File: config.mk
export PLATFORM = sky130hd
export DESIGN_NAME = pulse_width_timer_ctrl_status
export DESIGN_NICKNAME = d
export VERILOG_FILES = /design/src/rtl/pulse_timer_pkg.sv /design/src/rtl/axil_slave_port.sv /design/src/rtl/pulse_width_timer_ctrl_status.sv
export SDC_FILE = /design/constraint.sdc
export NUM_CORES = 1
export LEC_CHECK = 0
export ABC_AREA = 1
export BUFFER_PORTS_ARGS = -buffer_cell sky130_fd_sc_hd__buf_4
export CORE_ASPECT_RATIO = 0.75
export CORE_UTILIZATION = 50
export DETAILED_ROUTE_END_ITERATION = 12
export GPL_ROUTABILITY_DRIVEN = 1
export MAX_ROUTING_LAYER = met4
export PLACE_DENSITY = 0.83
export SYNTH_ARGS = -nofsm -noshare
export SYNTH_HDL_FRONTEND = slang
export SYNTH_HIERARCHICAL = 1
export SYNTH_SLANG_ARGS = --single-unit
File: constraint.sdc
create_clock -name ref_clk -period 1.6 [get_ports ref_clk]
set_input_delay 0.24 -clock ref_clk [delete_from_list [all_inputs] [get_ports ref_clk]]
set_output_delay 0.24 -clock ref_clk [all_outputs]
set_load 0.02 [all_outputs]
File: src/rtl/pulse_timer_pkg.sv
// Constants shared by the pulse width timer control and status slice.
package pulse_timer_pkg;

	// ****************************************
	// Bus geometry and register map
	// ****************************************
	localparam int unsigned ADDR_W = 4;
	localparam int unsigned DATA_W = 32;
	localparam logic [3:0] CS_OFFSET         = 4'h0;
	localparam logic [3:0] EVT_STATUS_OFFSET = 4'h4;
	localparam logic [3:0] EVT_MASK_OFFSET   = 4'h8;
	localparam logic [1:0] RESP_OKAY   = 2'h0;
	localparam logic [1:0] RESP_SLVERR = 2'h2;

	// ****************************************
	// Control and status field positions
	// ****************************************
	localparam int unsigned ENABLE_BIT     = 7;
	localparam int unsigned IRQ_MASTER_BIT = 6;
	localparam int unsigned READY_IRQ_BIT  = 5;
	localparam int unsigned OVF_IRQ_BIT    = 4;
	localparam int unsigned SOFT_RESET_BIT = 3;
	localparam int unsigned FIRST_LOAD_BIT = 2;
	localparam int unsigned READY_FLAG_BIT = 1;
	localparam int unsigned WRAP_FLAG_BIT  = 0;
	localparam logic [7:0] CS_RESET = 8'h00;

	// ****************************************
	// Event status and mask layout
	// ****************************************
	localparam int unsigned EVT_W       = 3;
	localparam int unsigned EVT_LOAD    = 0;
	localparam int unsigned EVT_WRAP    = 1;
	localparam int unsigned EVT_DISCARD = 2;
	localparam logic [2:0] EVT_RESET = 3'h0;

endpackage : pulse_timer_pkg

File: src/rtl/axil_slave_port.sv
// AXI4-Lite slave handshake that turns bus transfers into register strobes.
`timescale 1ns/1ps
module axil_slave_port (
	input  wire logic        ref_clk,
	input  wire logic        rst,
	input  wire logic [3:0]  awaddr,
	input  wire logic        awvalid,
	output logic             awready,
	input  wire logic [31:0] wdata,
	input  wire logic [3:0]  wstrb,
	input  wire logic        wvalid,
	output logic             wready,
	output logic [1:0]       bresp,
	output logic             bvalid,
	input  wire logic        bready,
	input  wire logic [3:0]  araddr,
	input  wire logic        arvalid,
	output logic             arready,
	output logic [31:0]      rdata,
	output logic [1:0]       rresp,
	output logic             rvalid,
	input  wire logic        rready,
	output logic             wrStrobe,
	output logic [3:0]       wrAddr,
	output logic [31:0]      wrData,
	output logic             wrByte0,
	input  wire logic        wrErr,
	output logic             rdStrobe,
	output logic [3:0]       rdAddr,
	input  wire logic [31:0] rdData,
	input  wire logic        rdErr
);

	// A channel is held once its ready flop drops; both held with no answer pending means a write.
	assign wrStrobe = !awready && !wready && !bvalid;
	assign rdStrobe = arvalid && arready;
	assign rdAddr   = araddr;

	// Write address and data are taken in either order and kept until answered.
	always_ff @(posedge ref_clk) begin
		if (rst) begin
			awready <= 1'b1;
			wready  <= 1'b1;
			wrAddr  <= 4'h0;
			wrData  <= 32'h0000_0000;
			wrByte0 <= 1'b0;
		end else begin
			if (awvalid && awready) begin
				awready <= 1'b0;
				wrAddr  <= awaddr;
			end
			if (wvalid && wready) begin
				wready  <= 1'b0;
				wrData  <= wdata;
				wrByte0 <= wstrb[0];
			end
			if (bvalid && bready) begin
				awready <= 1'b1;
				wready  <= 1'b1;
			end
		end
	end

	// The write answer rises one edge after both halves are held.
	always_ff @(posedge ref_clk) begin
		if (rst) begin
			bvalid <= 1'b0;
			bresp  <= pulse_timer_pkg::RESP_OKAY;
		end else if (wrStrobe) begin
			bvalid <= 1'b1;
			bresp  <= wrErr ? pulse_timer_pkg::RESP_SLVERR
			                : pulse_timer_pkg::RESP_OKAY;
		end else if (bready) begin
			bvalid <= 1'b0;
		end
	end

	// Read data is sampled at the address handshake, so it answers next cycle.
	always_ff @(posedge ref_clk) begin
		if (rst) begin
			arready <= 1'b1;
			rvalid  <= 1'b0;
			rdata   <= 32'h0000_0000;
			rresp   <= pulse_timer_pkg::RESP_OKAY;
		end else if (rdStrobe) begin
			arready <= 1'b0;
			rvalid  <= 1'b1;
			rdata   <= rdData;
			rresp   <= rdErr ? pulse_timer_pkg::RESP_SLVERR
			                 : pulse_timer_pkg::RESP_OKAY;
		end else if (rvalid && rready) begin
			arready <= 1'b1;
			rvalid  <= 1'b0;
		end
	end

endmodule : axil_slave_port

File: src/rtl/pulse_width_timer_ctrl_status.sv
// Control and status slice of the pulse width timer with its register bus.
`timescale 1ns/1ps

// What this block does
// [RULE1] Bit 7 enables measurement activity.
// [RULE2] Software keeps configuration steady while enabled.
// [RULE3] Bit 6 gates every interrupt request.
// [RULE4] Ready enable, master and ready flag interrupt.
// [RULE5] Bit 4 allows interrupt on overflow flag.
// [RULE6] Writing one to bit 3 soft resets.
// [RULE7] Bit 2 chooses discarding or loading first value.
// [RULE8] Ready flag sets when widths update.
// [RULE9] Ready clears on read then write zero.
// [RULE10] Overflow flag sets on counter wrap.
// [RULE11] Writing zero clears overflow; one ignored.
// [RULE12] Overflow during its clear keeps flag set.
// [RULE13] First value goes by input level.
// [RULE14] Interrupt is gated OR of enabled flags.
// [RULE15] Reset and soft reset zero the register.
module pulse_width_timer_ctrl_status (
	input  wire logic        ref_clk,
	input  wire logic        rst,
	input  wire logic [3:0]  awaddr,
	input  wire logic        awvalid,
	output logic             awready,
	input  wire logic [31:0] wdata,
	input  wire logic [3:0]  wstrb,
	input  wire logic        wvalid,
	output logic             wready,
	output logic [1:0]       bresp,
	output logic             bvalid,
	input  wire logic        bready,
	input  wire logic [3:0]  araddr,
	input  wire logic        arvalid,
	output logic             arready,
	output logic [31:0]      rdata,
	output logic [1:0]       rresp,
	output logic             rvalid,
	input  wire logic        rready,
	input  wire logic        captureEdge,
	input  wire logic        counterWrap,
	input  wire logic        inputLevel,
	output logic             timerEnable,
	output logic             softReset,
	output logic             loadPositive,
	output logic             loadNegative,
	output logic             irq
);

	// ****************************************
	// Declarations
	// ****************************************
	logic             wrStrobe;
	logic [3:0]       wrAddr;
	logic [31:0]      wrData;
	logic             wrByte0;
	logic             wrErr;
	logic             rdStrobe;
	logic [3:0]       rdAddr;
	logic [31:0]      rdData;
	logic             rdErr;
	logic             csWrite;
	logic             csRead;
	logic             softReq;
	logic             irqMaster_r;
	logic             readyIrqEn_r;
	logic             ovfIrqEn_r;
	logic             firstLoadEn_r;
	logic             readyFlag_r;
	logic             wrapFlag_r;
	logic             readArmed_r;
	logic             firstPending_r;
	logic             takeValue;
	logic             loadPos_nxt;
	logic             loadNeg_nxt;
	logic             discard;
	logic             wrapSet;
	logic             readyClear;
	logic             wrapClear;
	logic [2:0]       evtStatus_r;
	logic [2:0]       evtMask_r;
	logic [2:0]       evtSet;
	logic             irq_nxt;
	logic [7:0]       csView;

	// ****************************************
	// Bus slave
	// ****************************************
	axil_slave_port axil_slave_port_inst (
		.ref_clk  (ref_clk),
		.rst      (rst),
		.awaddr   (awaddr),
		.awvalid  (awvalid),
		.awready  (awready),
		.wdata    (wdata),
		.wstrb    (wstrb),
		.wvalid   (wvalid),
		.wready   (wready),
		.bresp    (bresp),
		.bvalid   (bvalid),
		.bready   (bready),
		.araddr   (araddr),
		.arvalid  (arvalid),
		.arready  (arready),
		.rdata    (rdata),
		.rresp    (rresp),
		.rvalid   (rvalid),
		.rready   (rready),
		.wrStrobe (wrStrobe),
		.wrAddr   (wrAddr),
		.wrData   (wrData),
		.wrByte0  (wrByte0),
		.wrErr    (wrErr),
		.rdStrobe (rdStrobe),
		.rdAddr   (rdAddr),
		.rdData   (rdData),
		.rdErr    (rdErr)
	);

	// Every register lives in byte lane 0; other lanes are ignored.
	assign csWrite = wrStrobe && wrByte0
	                 && wrAddr == pulse_timer_pkg::CS_OFFSET;
	assign csRead  = rdStrobe && rdAddr == pulse_timer_pkg::CS_OFFSET;
	assign softReq = csWrite && wrData[pulse_timer_pkg::SOFT_RESET_BIT]; // RULE6
	assign wrErr   = wrAddr != pulse_timer_pkg::CS_OFFSET
	                 && wrAddr != pulse_timer_pkg::EVT_STATUS_OFFSET
	                 && wrAddr != pulse_timer_pkg::EVT_MASK_OFFSET;

	// ****************************************
	// Control bits
	// ****************************************
	// A soft reset wins over the rest of the same write, so nothing survives.
	always_ff @(posedge ref_clk) begin
		if (rst || softReq) begin // RULE15
			timerEnable   <= 1'b0;
			irqMaster_r   <= 1'b0;
			readyIrqEn_r  <= 1'b0;
			ovfIrqEn_r    <= 1'b0;
			firstLoadEn_r <= 1'b0;
		end else if (csWrite) begin
			timerEnable   <= wrData[pulse_timer_pkg::ENABLE_BIT]; // RULE1
			irqMaster_r   <= wrData[pulse_timer_pkg::IRQ_MASTER_BIT];
			readyIrqEn_r  <= wrData[pulse_timer_pkg::READY_IRQ_BIT];
			ovfIrqEn_r    <= wrData[pulse_timer_pkg::OVF_IRQ_BIT];
			firstLoadEn_r <= wrData[pulse_timer_pkg::FIRST_LOAD_BIT];
		end
	end

	// One-cycle soft reset pulse for the counter and width registers.
	always_ff @(posedge ref_clk) begin
		if (rst) begin
			softReset <= 1'b0;
		end else begin
			softReset <= softReq; // RULE6
		end
	end

	// ****************************************
	// First capture after enabling
	// ****************************************
	// The first edge after a 0 to 1 enable write is marked as the first one.
	always_ff @(posedge ref_clk) begin
		if (rst || softReq) begin
			firstPending_r <= 1'b0;
		end else if (csWrite) begin
			firstPending_r <= wrData[pulse_timer_pkg::ENABLE_BIT]
			                  && (!timerEnable || firstPending_r);
		end else if (captureEdge && timerEnable) begin
			firstPending_r <= 1'b0;
		end
	end

	// The level picks the width register, for the first value and later ones.
	assign takeValue   = captureEdge && timerEnable && !softReq
	                     && (!firstPending_r || firstLoadEn_r); // RULE7
	assign loadPos_nxt = takeValue && inputLevel; // RULE13
	assign loadNeg_nxt = takeValue && !inputLevel; // RULE13
	assign discard     = captureEdge && timerEnable && !softReq
	                     && firstPending_r && !firstLoadEn_r; // RULE7

	always_ff @(posedge ref_clk) begin
		if (rst) begin
			loadPositive <= 1'b0;
			loadNegative <= 1'b0;
		end else begin
			loadPositive <= loadPos_nxt;
			loadNegative <= loadNeg_nxt;
		end
	end

	// ****************************************
	// Ready and overflow flags
	// ****************************************
	// A read that saw the ready flag set arms the clear; any later CS write
	// uses the arm up, so one read allows one clearing write; an update landing before that write is cleared too.
	always_ff @(posedge ref_clk) begin
		if (rst || softReq) begin
			readArmed_r <= 1'b0;
		end else if (csRead && readyFlag_r) begin
			readArmed_r <= 1'b1; // RULE9
		end else if (csWrite || !readyFlag_r) begin
			readArmed_r <= 1'b0;
		end
	end

	assign readyClear = csWrite && readArmed_r && readyFlag_r
	                    && !wrData[pulse_timer_pkg::READY_FLAG_BIT]; // RULE9
	assign wrapSet    = counterWrap && timerEnable && !softReq;
	assign wrapClear  = csWrite && wrapFlag_r
	                    && !wrData[pulse_timer_pkg::WRAP_FLAG_BIT]; // RULE11

	// A new update or wrap beats a clear in the same cycle.
	always_ff @(posedge ref_clk) begin
		if (rst || softReq) begin
			readyFlag_r <= 1'b0;
			wrapFlag_r  <= 1'b0;
		end else begin
			if (loadPos_nxt || loadNeg_nxt) begin
				readyFlag_r <= 1'b1; // RULE8
			end else if (readyClear) begin
				readyFlag_r <= 1'b0;
			end
			if (wrapSet) begin
				wrapFlag_r <= 1'b1; // RULE10 RULE12
			end else if (wrapClear) begin
				wrapFlag_r <= 1'b0;
			end
		end
	end

	// ****************************************
	// Event status, mask and interrupt
	// ****************************************
	assign evtSet = {discard, wrapSet, loadPos_nxt || loadNeg_nxt};

	// Sticky events clear by writing one; a set in the same cycle wins.
	always_ff @(posedge ref_clk) begin
		if (rst) begin
			evtStatus_r <= pulse_timer_pkg::EVT_RESET;
			evtMask_r   <= pulse_timer_pkg::EVT_RESET;
		end else begin
			if (wrStrobe && wrByte0
			    && wrAddr == pulse_timer_pkg::EVT_STATUS_OFFSET) begin
				evtStatus_r <= (evtStatus_r & ~wrData[2:0]) | evtSet;
			end else begin
				evtStatus_r <= evtStatus_r | evtSet;
			end
			if (wrStrobe && wrByte0
			    && wrAddr == pulse_timer_pkg::EVT_MASK_OFFSET) begin
				evtMask_r <= wrData[2:0];
			end
		end
	end

	// The master enable gates every source, so it alone can silence the line.
	assign irq_nxt = irqMaster_r // RULE3
	                 && ((readyIrqEn_r && readyFlag_r) // RULE4
	                     || (ovfIrqEn_r && wrapFlag_r) // RULE5
	                     || |(evtStatus_r & evtMask_r)); // RULE14

	always_ff @(posedge ref_clk) begin
		if (rst) begin
			irq <= 1'b0;
		end else begin
			irq <= irq_nxt;
		end
	end

	// ****************************************
	// Read decode
	// ****************************************
	// The soft reset bit has no storage and always reads back as zero.
	assign csView = {timerEnable, irqMaster_r, readyIrqEn_r, ovfIrqEn_r,
	                 1'b0, firstLoadEn_r, readyFlag_r, wrapFlag_r}; // RULE6

	always_comb begin
		rdData = 32'h0000_0000;
		rdErr  = 1'b0;
		unique case (rdAddr)
			pulse_timer_pkg::CS_OFFSET:         rdData[7:0] = csView;
			pulse_timer_pkg::EVT_STATUS_OFFSET: rdData[2:0] = evtStatus_r;
			pulse_timer_pkg::EVT_MASK_OFFSET:   rdData[2:0] = evtMask_r;
			default:                            rdErr = 1'b1;
		endcase
	end
endmodule : pulse_width_timer_ctrl_status

; ---- After elaboration in Yosys (flattened, before gate mapping)
; Index checks and enable logic that the tools add are counted.
[totals]
ram_bits = 0
ff_bits = 49
in_bits = 54
output_inout_bits = 46
n_memories = 0
elab_cells = 120
latchBits = 0
romBits = 0
[op_classes]
n_reduce_logical = 64
n_eq_ne = 6
n_shift = 0
div = 0
multipliers = 0
magnitude_cmp = 0
add_sub_neg = 0
bitwise_logic = 5
mux = 19
[op_table]
columns = op, n
row1 = $logic_and 1x1->1, 34
row2 = $mux 1, 14
row3 = $reduce_bool 2->1, 6
row4 = $logic_not 1->1, 11
row5 = $pmux 3 s3, 1
row6 = $eq 4x3->1 const B, 2
row7 = $eq 4x4->1 const B, 2
row8 = $logic_not 4->1, 2
row9 = $logic_or 1x1->1, 7
row10 = $and 3x3->3, 2
row11 = $or 3x3->3, 2
row12 = $reduce_or 3->1, 2
row13 = $mux 5, 1
row14 = $mux 2, 2
row15 = $ne 4x3->1 const B, 1
row16 = $ne 4x4->1 const B, 1
row17 = $reduce_bool 4->1, 1
row18 = $mux 3, 1
row19 = $not 3->3, 1
row20 = $reduce_or 2->1, 1

; ---- Logic depth before layout (Yosys ltp)
; Gate-level depths: netlist of the first run.
[depth]
depth_word = 13
depth_mapped = 8
depth_no_buf = 7

; ---- Modules after synthesis
; The synthesis of the first run kept the hierarchy.
[modules_own_cells]
columns = mod, cells_per_inst, instances, seq_area_each_um2, area_each_um2
row1 = axil_slave_port, 340, 1, 1521.5, 2682.6
row2 = pulse_width_timer_ctrl_status, 139, 1, 380.4, 977.2

; ---- Worst setup path before layout of the first run
; No wires, ideal clock.
[synth_timing]
path_kind = register -> register
from = register axil_slave_port_inst.bvalid
to = register evtStatus_r[1]
synth_period_minus_slack_ps = 1312
path_slack_ps = 288
setup_ps = 117
t_required_ps = 1483
path_buffers = 1
path_stages_with_launch = 8
t_arrival_ps = 1196
path_cell_list = dfxtp_1 nor3_1 nand2_1 nor2_4 buf_6 nand3_1 nand3_1 o21ai_1
[synth_between]
elab_chain_len = 9
word_cells_on_any_way = 11
classes_between = 1 x mux / 2 x bitwise / 8 x reduce/logical
[synth_lines]
columns = element, line_no
row1 = start: declaration, axil_slave_port.sv:14  ; output logic bvalid,
row2 = start signal: assignment, axil_slave_port.sv:67  ; bvalid <= 1'b0;
row3 = start signal: assignment, axil_slave_port.sv:70  ; bvalid <= 1'b1;
row4 = start signal: assignment, axil_slave_port.sv:74  ; bvalid <= 1'b0;
row5 = $logic_not 1->1 *, axil_slave_port.sv:35  ; assign wrStrobe = !awready && !wready && !bvalid;
row6 = $logic_and 1x1->1 *, axil_slave_port.sv:35
row7 = net wrStrobe, pulse_width_timer_ctrl_status.sv:53  ; logic wrStrobe;
row8 = $logic_and 1x1->1 *, "pulse_width_timer_ctrl_status.sv:121, pulse_width_timer_ctrl_status.sv:242"
row9 = $logic_and 1x1->1, pulse_width_timer_ctrl_status.sv:122  ; && wrAddr == pulse_timer_pkg::CS_OFFSET;
row10 = $logic_and 1x1->1, pulse_width_timer_ctrl_status.sv:124  ; assign softReq = csWrite && wrData[pulse_timer_pkg::SOFT_RESET_BIT];
row11 = $logic_not 1->1, pulse_width_timer_ctrl_status.sv:208  ; assign wrapSet = counterWrap && timerEnable && !softReq;
row12 = $logic_and 1x1->1, pulse_width_timer_ctrl_status.sv:208
row13 = $or 3x3->3 (on tied branches), "pulse_width_timer_ctrl_status.sv:246, pulse_width_timer_ctrl_status.sv:244"
row14 = $mux 3 *, pulse_width_timer_ctrl_status.sv:242  ; if (wrStrobe && wrByte0
row15 = end signal: assignment, pulse_width_timer_ctrl_status.sv:239  ; evtStatus_r <= pulse_timer_pkg::EVT_RESET;
row16 = end signal: assignment, pulse_width_timer_ctrl_status.sv:244  ; evtStatus_r <= (evtStatus_r & ~wrData[2:0]) | evtSet;
row17 = end signal: assignment, pulse_width_timer_ctrl_status.sv:246  ; evtStatus_r <= evtStatus_r | evtSet;
row18 = end: declaration, pulse_width_timer_ctrl_status.sv:80  ; logic [2:0] evtStatus_r;
; Mark *: on every way through the listed nets, which the timed path passes. The rest lies on a longest branch.
; A chain may end at the register's enable or synchronous reset.

; ---- Final worst setup path of the first run
[layout_timing]
from = register axil_slave_port_inst.wready
to = register evtMask_r[0]
[layout_between]
elab_chain_len = 5
[layout_lines]
columns = element, line_no
row1 = start: declaration, axil_slave_port.sv:12  ; output logic wready,
row2 = start signal: assignment, axil_slave_port.sv:43  ; wready <= 1'b1;
row3 = start signal: assignment, axil_slave_port.sv:53  ; wready <= 1'b0;
row4 = start signal: assignment, axil_slave_port.sv:59  ; wready <= 1'b1;
row5 = $logic_not 1->1, axil_slave_port.sv:35
row6 = $logic_and 1x1->1 (2 in a row), axil_slave_port.sv:35
row7 = net wrStrobe, pulse_width_timer_ctrl_status.sv:53
row8 = $logic_and 1x1->1, pulse_width_timer_ctrl_status.sv:248  ; if (wrStrobe && wrByte0
row9 = $logic_and 1x1->1, pulse_width_timer_ctrl_status.sv:249  ; && wrAddr == pulse_timer_pkg::EVT_MASK_OFFSET) begin
row10 = end signal: assignment, pulse_width_timer_ctrl_status.sv:240  ; evtMask_r <= pulse_timer_pkg::EVT_RESET;
row11 = end signal: assignment, pulse_width_timer_ctrl_status.sv:250  ; evtMask_r <= wrData[2:0];
row12 = end: declaration, pulse_width_timer_ctrl_status.sv:81  ; logic [2:0] evtMask_r;
; The timed path passes the listed nets, and every way through them passes these cells.

==> results of run 1 <==
layout make-up:
type,count,area share
multi-input cells,285,0.348
clock inverters,2,0.0102
well taps,75,0.0256
clock buffers,14,0.0471
repair buffers,74,0.155
inverters,25,0.0263
flip-flops and latches,71,0.388
critical path, cell delays in order (launching register included):
cell and delay, ns:
dfxtp_1 0.35, nor3_1 0.21, nand2_1 0.15, nor2_4 0.32, nand3_1 0.18, nand2_1 0.10
a21oi_1 0.06
cell usage in the layout (no fill, tap or decap):
| cell | instances |
|---|---|
| nor2_2 | 1 |
| nand2_2 | 3 |
| nand2_4 | 2 |
| nor4_1 | 1 |
| nand4_2 | 1 |
| nand4_4 | 1 |
| nand2_1 | 41 |
| dfxtp_1 | 71 |
| inv_1 | 21 |
| buf_4 | 73 |
| a22o_1 | 1 |
| nor2_1 | 112 |
| buf_12 | 1 |
| nand4_1 | 3 |
| inv_2 | 2 |
| nor3_1 | 1 |
| conb_1 | 27 |
| clkinv_2 | 2 |
| o21ai_0 | 42 |
| o21ai_1 | 10 |
| nor2_4 | 1 |
| o21a_1 | 1 |
| a21oi_1 | 16 |
| clkbuf_8 | 12 |
| nand3_1 | 20 |
| bufinv_16 | 1 |
| clkbuf_1 | 2 |
| nor2_8 | 1 |
| clkinvlp_4 | 1 |
worst paths after layout:
| kind | start | end | slack, ns |
|---|---|---|---|
| setup / recovery | axil_slave_port_inst/wready | evtMask_r[0] | 0.13 |
| hold / removal | inputLevel | loadNegative | 0.05 |
| setup reg to reg | axil_slave_port_inst/wready | evtMask_r[0] | 0.13 |
| hold reg to reg | axil_slave_port_inst/rdata[17] | axil_slave_port_inst/rdata[17] | 0.49 |
registers in the layout (all words and copies together) (netlist names), 3 cells and up:
name                         cells
axil_slave_port_inst/wrAddr      4
evtMask_r                        3
evtStatus_r                      3
axil_slave_port_inst/rdata      32
axil_slave_port_inst/wrData      8
report_power, final:
group	leakage [nW]	total (mW)	internal, mW	switching [mW]
logic	0.966	0.586	0.238	0.348
clock network	0.103	1.48	0.850	0.633
registers	0.584	1.96	1.88	0.0783
per-layer routing:
layer  share of wire  global-route usage
met1            0.48               0.279
met4          0.0087              0.0655
met2            0.43               0.325
met5               0                   -
met3           0.081              0.0978
stage by stage:
stage	hold WS (ns)	instance area, sq um	std cells	total power, mW
after floorplan	0.309	2960	407	2.37
after global placement	0.408	3450	530	2.56
after detailed placement	0.412	3450	530	2.58
after CTS	0.0412	3660	546	4.06
after global routing	0.0341	3660	546	4.22
final	0.0540	3660	546	4.02
==> results.toml, run 1 <==
[outcome]
outcome = "finished, final reports clean"

[finish]
nets = 520
fill_cells = 483
finish.utilization = 0.674
diodes = 0
seq_area_sq_um = 1420
final_layout_size_suffix_gt1_frac = 0.217
area_delta_synth_final_pct = 27.8
multi_input_area_sq_um = 1270

[yosys]
yosys_warnings = 6
synthesis.area_sq_um = 2870
syn-instance-count = 382
post_synth.cell_area_avg_sq_um = 7.51

[global_routing]
grt_pass1_vias = 2179
grt_pass1_wl_mm = 9.65
overflow = 0
antenna_found_initial = 0
track_usage = 0.223
grt_max_degree = 41

[pwr]
ir_drop_mv = 0.678
power_leakage_nw = 1.65
p_per_area_nw_per_um2 = 1100

[placed_design]
hpwlAfterDp_mm = 4.33
place.gp.congestion = 0.852
portBuffers = 70
dp_worst_setup_slack_ns = 0.126

[sta]
clock_skew_ns = 0.00399
worst_slew_pin_slew_ns = 0.492
relSlewSlack = 0.669
min_period_ns = 1.47
timing.final.crit_share = 0.919
fin_tns_setup_ns = 0
finalSetupViolCount = 0
rsz0062_at_grt = "false"
timing.fmax_ghz = 0.680
setup_slack_ns = 0.129
finalHoldViolCount = 0
drv_slew = 0

[detailed_routing]
detail_route.first_pass.iterations = 4
drc = 0
viasPerCell = 4.67
wirelength_mm = 6.06
vias = 2550
drtAntennaViolNets = 0
drt_iter0_drc = 89
routedWlPerCell_microns = 11.1

[clock_network]
h-tree-depth = 3
insertion_delay_ns = 0.34
postCtsSetupBuffers = 0
clk_pin_slew_ns = 0.07
ctsHoldBuffers = 0
numCtsBuffers = 9
cts_root_buf = "clkbuf_8"
clock_sinks = 71
cts.repair.resized = 0
cts_tree = "done"
clk_path_buf_depth = 2

[floorplan]
io_pins = 100
core_sq_um = 5440
initial_utilization = 0.527
die_w_microns = 89.5
die_h_microns = 67.6
rows = 23
die_area_sq_um = 6050

[worst_setup_path]
worstSetupStartpointType = "flop"
cp-end-kind = "flop"
worstPathMaxFanout = 15
required_ns = 1.84
crit_arrival_ns = 1.71
ff2ff_path_depth = 6
timing_worst_setup_path_type = "reg2reg"

[min_path]
holdPathStages = 2
hp-class = "in2reg"

[job]
drv_cap = 0
No activity file was read; power rests on OpenSTA's default activity.
==> run 2: changes to the inputs <==
Settings changed: CORE_UTILIZATION 50 to 45, PLACE_DENSITY 0.83 to 0.85, SYNTH_HIERARCHICAL 1 to default.
==> run 2 against run 1 <==
Clock power fell by 56%. Die area down 20%. Clock-buffer cell count shrank 7. Sequential power shrank 37%. Hold slack better by 0.050 ns. Area after synthesis fell by 29%. Critical path depth increased by 1. Largest cell class unchanged. Highest routed layer unchanged.
==> results.toml, run 2 <==
[outcome]
outcome = "finished, final reports clean"

[clock_network]
cts_root_buf = "clkbuf_8"
h-tree-depth = 2
numCtsBuffers = 5
ctsHoldBuffers = 0
clk_path_buf_depth = 2
clk_pin_slew_ns = 0.08
cts_tree = "done"
cts.repair.resized = 0
clock_sinks = 46
insertion_delay_ns = 0.30
postCtsSetupBuffers = 0

[worst_setup_path]
critPathMaxStageDelay_ns = 0.33
crit_slowest_cell = "dfxtp_1"
crit_chain = "nor2_2 > nand2_2 > nor2_4 > buf_4 > nor2_1 > o21ai_1 > nor2_1"
timing_worst_setup_path_type = "reg2reg"
worstPathMaxFanout = 10
cp.buffers_inverters = 1
worstSetupStartpointType = "flop"
cpMostUsedCell = "nor2_1"
required_ns = 1.79
crit_arrival_ns = 1.49
cp_top_family = "simple AND/OR/NAND/NOR gates"
cp-end-kind = "flop"

[yosys]
ys_async_sr_fraction = 0
synth_edf_count = 0
post_synth.cell_area_avg_sq_um = 7.73
netlist_top_cells_area = "dfxtp_1 45%, buf_4 9.9%, nand2_1 8.3%"
synth_most_common_cell = "dfxtp_1"
synth_top_area_share = 0.451
yosys.area.top_type = "dfxtp_1"
ys_top_cells_by_count = "46 x dfxtp_1, 45 x nand2_1, 31 x nor2_1"
synthesis.area_sq_um = 2040
yosys_warnings = 0
ys_ff_latch = 46
synth_seq_area_share = 0.451
ys.flop_type = "dfxtp_1"
syn-instance-count = 264
synth.distinct_cells = 26

[floorplan]
die_area_sq_um = 4810
rows = 20
initial_utilization = 0.486
die_h_microns = 60.3
io_pins = 100
core_sq_um = 4200
die_w_microns = 79.8

[pwr]
ir_drop_mv = 0.403
power_leakage_nw = 1.05
finalPower_mw = 2.18
p_per_area_nw_per_um2 = 902

[placed_design]
dp_worst_setup_slack_ns = 0.349
hpwlAfterDp_mm = 3.13
post-place-cells = 360
place.gp.congestion = 0.831
portBuffers = 45
placed_cell_area_sq_um = 2340

[global_routing]
track_usage = 0.186
overflow = 0
grt_pass1_vias = 1457
grt_max_degree = 20
grt_pass1_wl_mm = 6.52
antenna_found_initial = 0

[sta]
timing.final.crit_share = 0.808
min_period_ns = 1.29
setup_slack_ns = 0.308
fin_tns_setup_ns = 0
clock_skew_ns = 0.00477
hold_slack_ns = 0.104
finalSetupViolCount = 0
finalHoldViolCount = 0
drv_slew = 0
timing.fmax_ghz = 0.774
rsz0062_at_grt = "false"

[finish]
mostFrequentLayoutCells = "49 x buf_4, 46 x dfxtp_1, 45 x nand2_1"
area_delta_synth_final_pct = 18.3
diodes = 0
reg_top3 = "axil_slave_port_inst.wrData x8, axil_slave_port_inst.rdata x7, axil_slave_port_inst.wrAddr x4"
fin_area_sq_um = 2410
finish.utilization = 0.574
layout_commonest_cell = "buf_4"
fill_cells = 385
regMostFlops = "axil_slave_port_inst.wrData"
nets = 366
stdcell_count = 367
final_layout_size_suffix_gt1_frac = 0.218
largest_register_ffs = 8

[detailed_routing]
detail_route.first_pass.iterations = 4
drt_iter0_drc = 132
wirelength_mm = 4.18
drtAntennaViolNets = 0
drc = 0
routedWlPerCell_microns = 11.4
viasPerCell = 4.80
vias = 1760

[job]
drv_cap = 0

[min_path]
hp-class = "in2reg"
-- run 2: path summary, 6_finish.rpt --
check	startpoint	to	cells after the start	slack, ns
setup / recovery	axil_slave_port_inst.wrAddr[0]	readArmed_r	7	0.31
hold / removal	inputLevel	loadNegative	2	0.10
setup reg to reg	axil_slave_port_inst.wrAddr[0]	readArmed_r	7	0.31
hold reg to reg	axil_slave_port_inst.rdata[2]	axil_slave_port_inst.rdata[2]	2	0.47
-- run 2: power by group --
part           total [mW]  switching (mW)  internal, mW
clock               0.656           0.355         0.301
sequential           1.23          0.0385          1.19
combinational       0.296           0.194         0.101
-- run 2: cell type report --
type | count | area (sq um) | area share
tap | 55 | 68.8 | 0.0285
inverter | 19 | 71.3 | 0.0295
timing repair buffer | 49 | 368 | 0.152
clock buffer | 7 | 76.3 | 0.0316
multi-input combinational | 191 | 910 | 0.377
sequential | 46 | 921 | 0.381
-- run 2: per-layer routing --
layer  global-route usage  vias to the layer above  routed length, microns
li1                     -                      904                       -
met1                0.249                      790                    2030
met2                0.276                       61                    1830
met3               0.0466                        5                     280
met4               0.0612                        0                      40
met5                    -                        -                       0
-- run 2: kinds of logic (layout without fill, tap and decap cells) --
family	after synthesis	after routing	share of synthesized area
AOI/OAI and AO/OA	56	56	0.151
buffers and inverters	53	75	0.151
DFF	46	46	0.451
other	1	27	0.00184
and+or+nand+nor	108	108	0.244
==> run 3: changes to the inputs <==
Clock period 1.6 ns to 1.2 ns, I/O delays scaled along.
==> run 3 against run 2 <==
The flow now finishes with violations (negative setup slack). Routed wire length is 9.1% higher. Via count is 4.9% higher. Power grew 47%. Sequential power up 33%. Register-to-register slack got worse by 0.34 ns. Worst setup slack worse by 0.34 ns. Combinational power rose by 52%. Clock skew is 0.0011 ns higher. Global-route usage rose by 1.7 points. Maximum frequency is 4.9% higher. Hold slack worse by 0.065 ns.
==> results.toml, run 3 (synthesis results as in run 2) <==
[worst_setup_path]
required_ns = 1.39
worstPathMaxFanout = 3
crit_chain = "buf_4 > inv_1 > nand3_1 > nor2_1 > nand2_1 > nand3_1 > nand2_1"
r2r_setup_slack_ns = -0.03
timing_worst_setup_path_type = "reg2reg"
worstSetupStartpointType = "flop"
cp-end-kind = "flop"
ff2ff_path_depth = 7
critPathMaxStageDelay_ns = 0.32
reg2reg_from = "axil_slave_port_inst.wrAddr[3]"
reg2reg_to = "evtStatus_r[0]"
crit_arrival_ns = 1.42
crit_slowest_cell = "dfxtp_1"

[finish]
finish.utilization = 0.610
reg_top3 = "axil_slave_port_inst.wrData x8, axil_slave_port_inst.rdata x7, axil_slave_port_inst.wrAddr x4"
area_delta_synth_final_pct = 25.6
fill_cells = 380
stdcell_count = 380
layout_commonest_cell = "buf_4"
mostFrequentLayoutCells = "60 x buf_4, 45 x nand2_1, 44 x dfxtp_1"
final_layout_size_suffix_gt1_frac = 0.262
nets = 378
regMostFlops = "axil_slave_port_inst.wrData"
diodes = 0
largest_register_ffs = 8
fin_area_sq_um = 2560

[detailed_routing]
drc = 0
routedWlPerCell_microns = 12.0
wirelength_mm = 4.56
drtAntennaViolNets = 0
vias = 1847
detail_route.first_pass.iterations = 4
viasPerCell = 4.86
drt_iter0_drc = 131

[pwr]
comb_power_share = 0.141
ir_drop_mv = 0.701
p_seq_frac = 0.512
power_leakage_nw = 1.13
p_sw_frac = 0.257
clkPwrFrac = 0.348
finalPower_mw = 3.20
p_sw_mw = 0.821
p_per_area_nw_per_um2 = 1250
p_int_mw = 2.38

[placed_design]
place.gp.congestion = 0.834
dp_worst_setup_slack_ns = -0.0411
hpwlAfterDp_mm = 3.45
post-place-cells = 372
placed_cell_area_sq_um = 2430
portBuffers = 45

[sta]
drv_slew = 0
timing.fmax_ghz = 0.812
timing.final.crit_share = 1.03
clock_skew_ns = 0.00588
min_period_ns = 1.23
rsz0062_at_grt = "true"
finalSetupViolCount = 3
setup_slack_ns = -0.0321
finalHoldViolCount = 0

[clock_network]
clock_sinks = 46
clk_path_buf_depth = 2
h-tree-depth = 2
cts_root_buf = "clkbuf_8"
insertion_delay_ns = 0.29
ctsHoldBuffers = 0
clk_pin_slew_ns = 0.08
cts_tree = "done"
numCtsBuffers = 5

[min_path]
hp-class = "in2reg"
min_to = "loadNegative"
min_from = "inputLevel"
holdPathStages = 2

[floorplan]
io_pins = 100
die_h_microns = 60.3
rows = 20
die_w_microns = 79.8
initial_utilization = 0.486
die_area_sq_um = 4810
core_sq_um = 4200

[global_routing]
grt_pass1_wl_mm = 7.05
antenna_found_initial = 0
grt_pass1_vias = 1527
grt_max_degree = 14
track_usage = 0.203
overflow = 0

[outcome]
outcome = "complete, but fails checks"
violations = "negative setup slack"

[job]
drv_cap = 0
run 3: cell count changes in the layout (fill, tap and decap cells not counted), moves of 2 or more:
| cell | before | now |
|---|---|---|
| o21ai_1 | 1 | 3 |
| o21ai_0 | 25 | 23 |
| dfxtp_2 | 0 | 2 |
| nor2_4 | 2 | 4 |
| buf_4 | 49 | 60 |
| dfxtp_1 | 46 | 44 |
run 3: critical path: cells and delay by family, from the launching register on:
family	cells	cell delay, ns
buffers and inverters	2	0.21
AND/OR/NAND/NOR	5	0.59
flip-flops	1	0.32
run 3: final cells by class:
cell class | count | area, sq um | share of cell area
Clock inverter | 1 | 30.0 | 0.0117
Sequential cell | 46 | 923 | 0.360
Multi-Input combinational cell | 191 | 932 | 0.364
Clock buffer | 7 | 76.3 | 0.0298
Timing Repair Buffer | 61 | 462 | 0.180
Tap cell | 55 | 68.8 | 0.0268
Inverter | 19 | 71.3 | 0.0278
run 3: through the flow:
step,TNS (ns),hold WS [ns]
global route,-0.782,0.0269
finish,-0.0624,0.0391
detailed placement,-0.0844,0.352
floorplan,0,0.252
CTS,0,0.0377
global placement,0,0.350
run 3: how the worst max path moves through the flow:
| stage | startpoint | end | slack [ns] | cells after the start |
|---|---|---|---|---|
| after global routing | axil_slave_port_inst.awready | axil_slave_port_inst.bresp[1] | -0.08 | 4 |
| final | axil_slave_port_inst.wrAddr[3] | evtStatus_r[0] | -0.03 | 7 |
| after detailed placement | axil_slave_port_inst.wrAddr[0] | readArmed_r | -0.04 | 7 |
| after floorplan | axil_slave_port_inst.wready | readArmed_r | 0.01 | 7 |
| after CTS | axil_slave_port_inst.wrAddr[3] | evtStatus_r[0] | 0.001 | 7 |
| after global placement | axil_slave_port_inst.wrAddr[0] | readArmed_r | 0.02 | 7 |
run 3: what timing repair did:
item	in CTS	in global routing
setup buffers	0	0
resized for setup	2	7
setup endpoints to repair	13	23
pin swaps	0	1
run 3: power by group through the flow:
stage / Clock [mW] / Combinational (mW) / Sequential, mW
floorplan: 0 / 0.301 / 1.68
global placement: 0 / 0.427 / 1.66
detailed placement: 0 / 0.438 / 1.66
CTS: 1.12 / 0.442 / 1.63
global route: 1.20 / 0.496 / 1.64
finish: 1.11 / 0.449 / 1.63
run 3: layer usage:
metal / wire (microns) / up-vias / global-route usage / part of all wire
met5: 0 / - / - / 0
met4: 96 / 0 / 0.0561 / 0.021
met3: 281 / 12 / 0.0647 / 0.062
met2: 2130 / 64 / 0.304 / 0.47
met1: 2050 / 837 / 0.265 / 0.45
li1: - / 934 / - / -
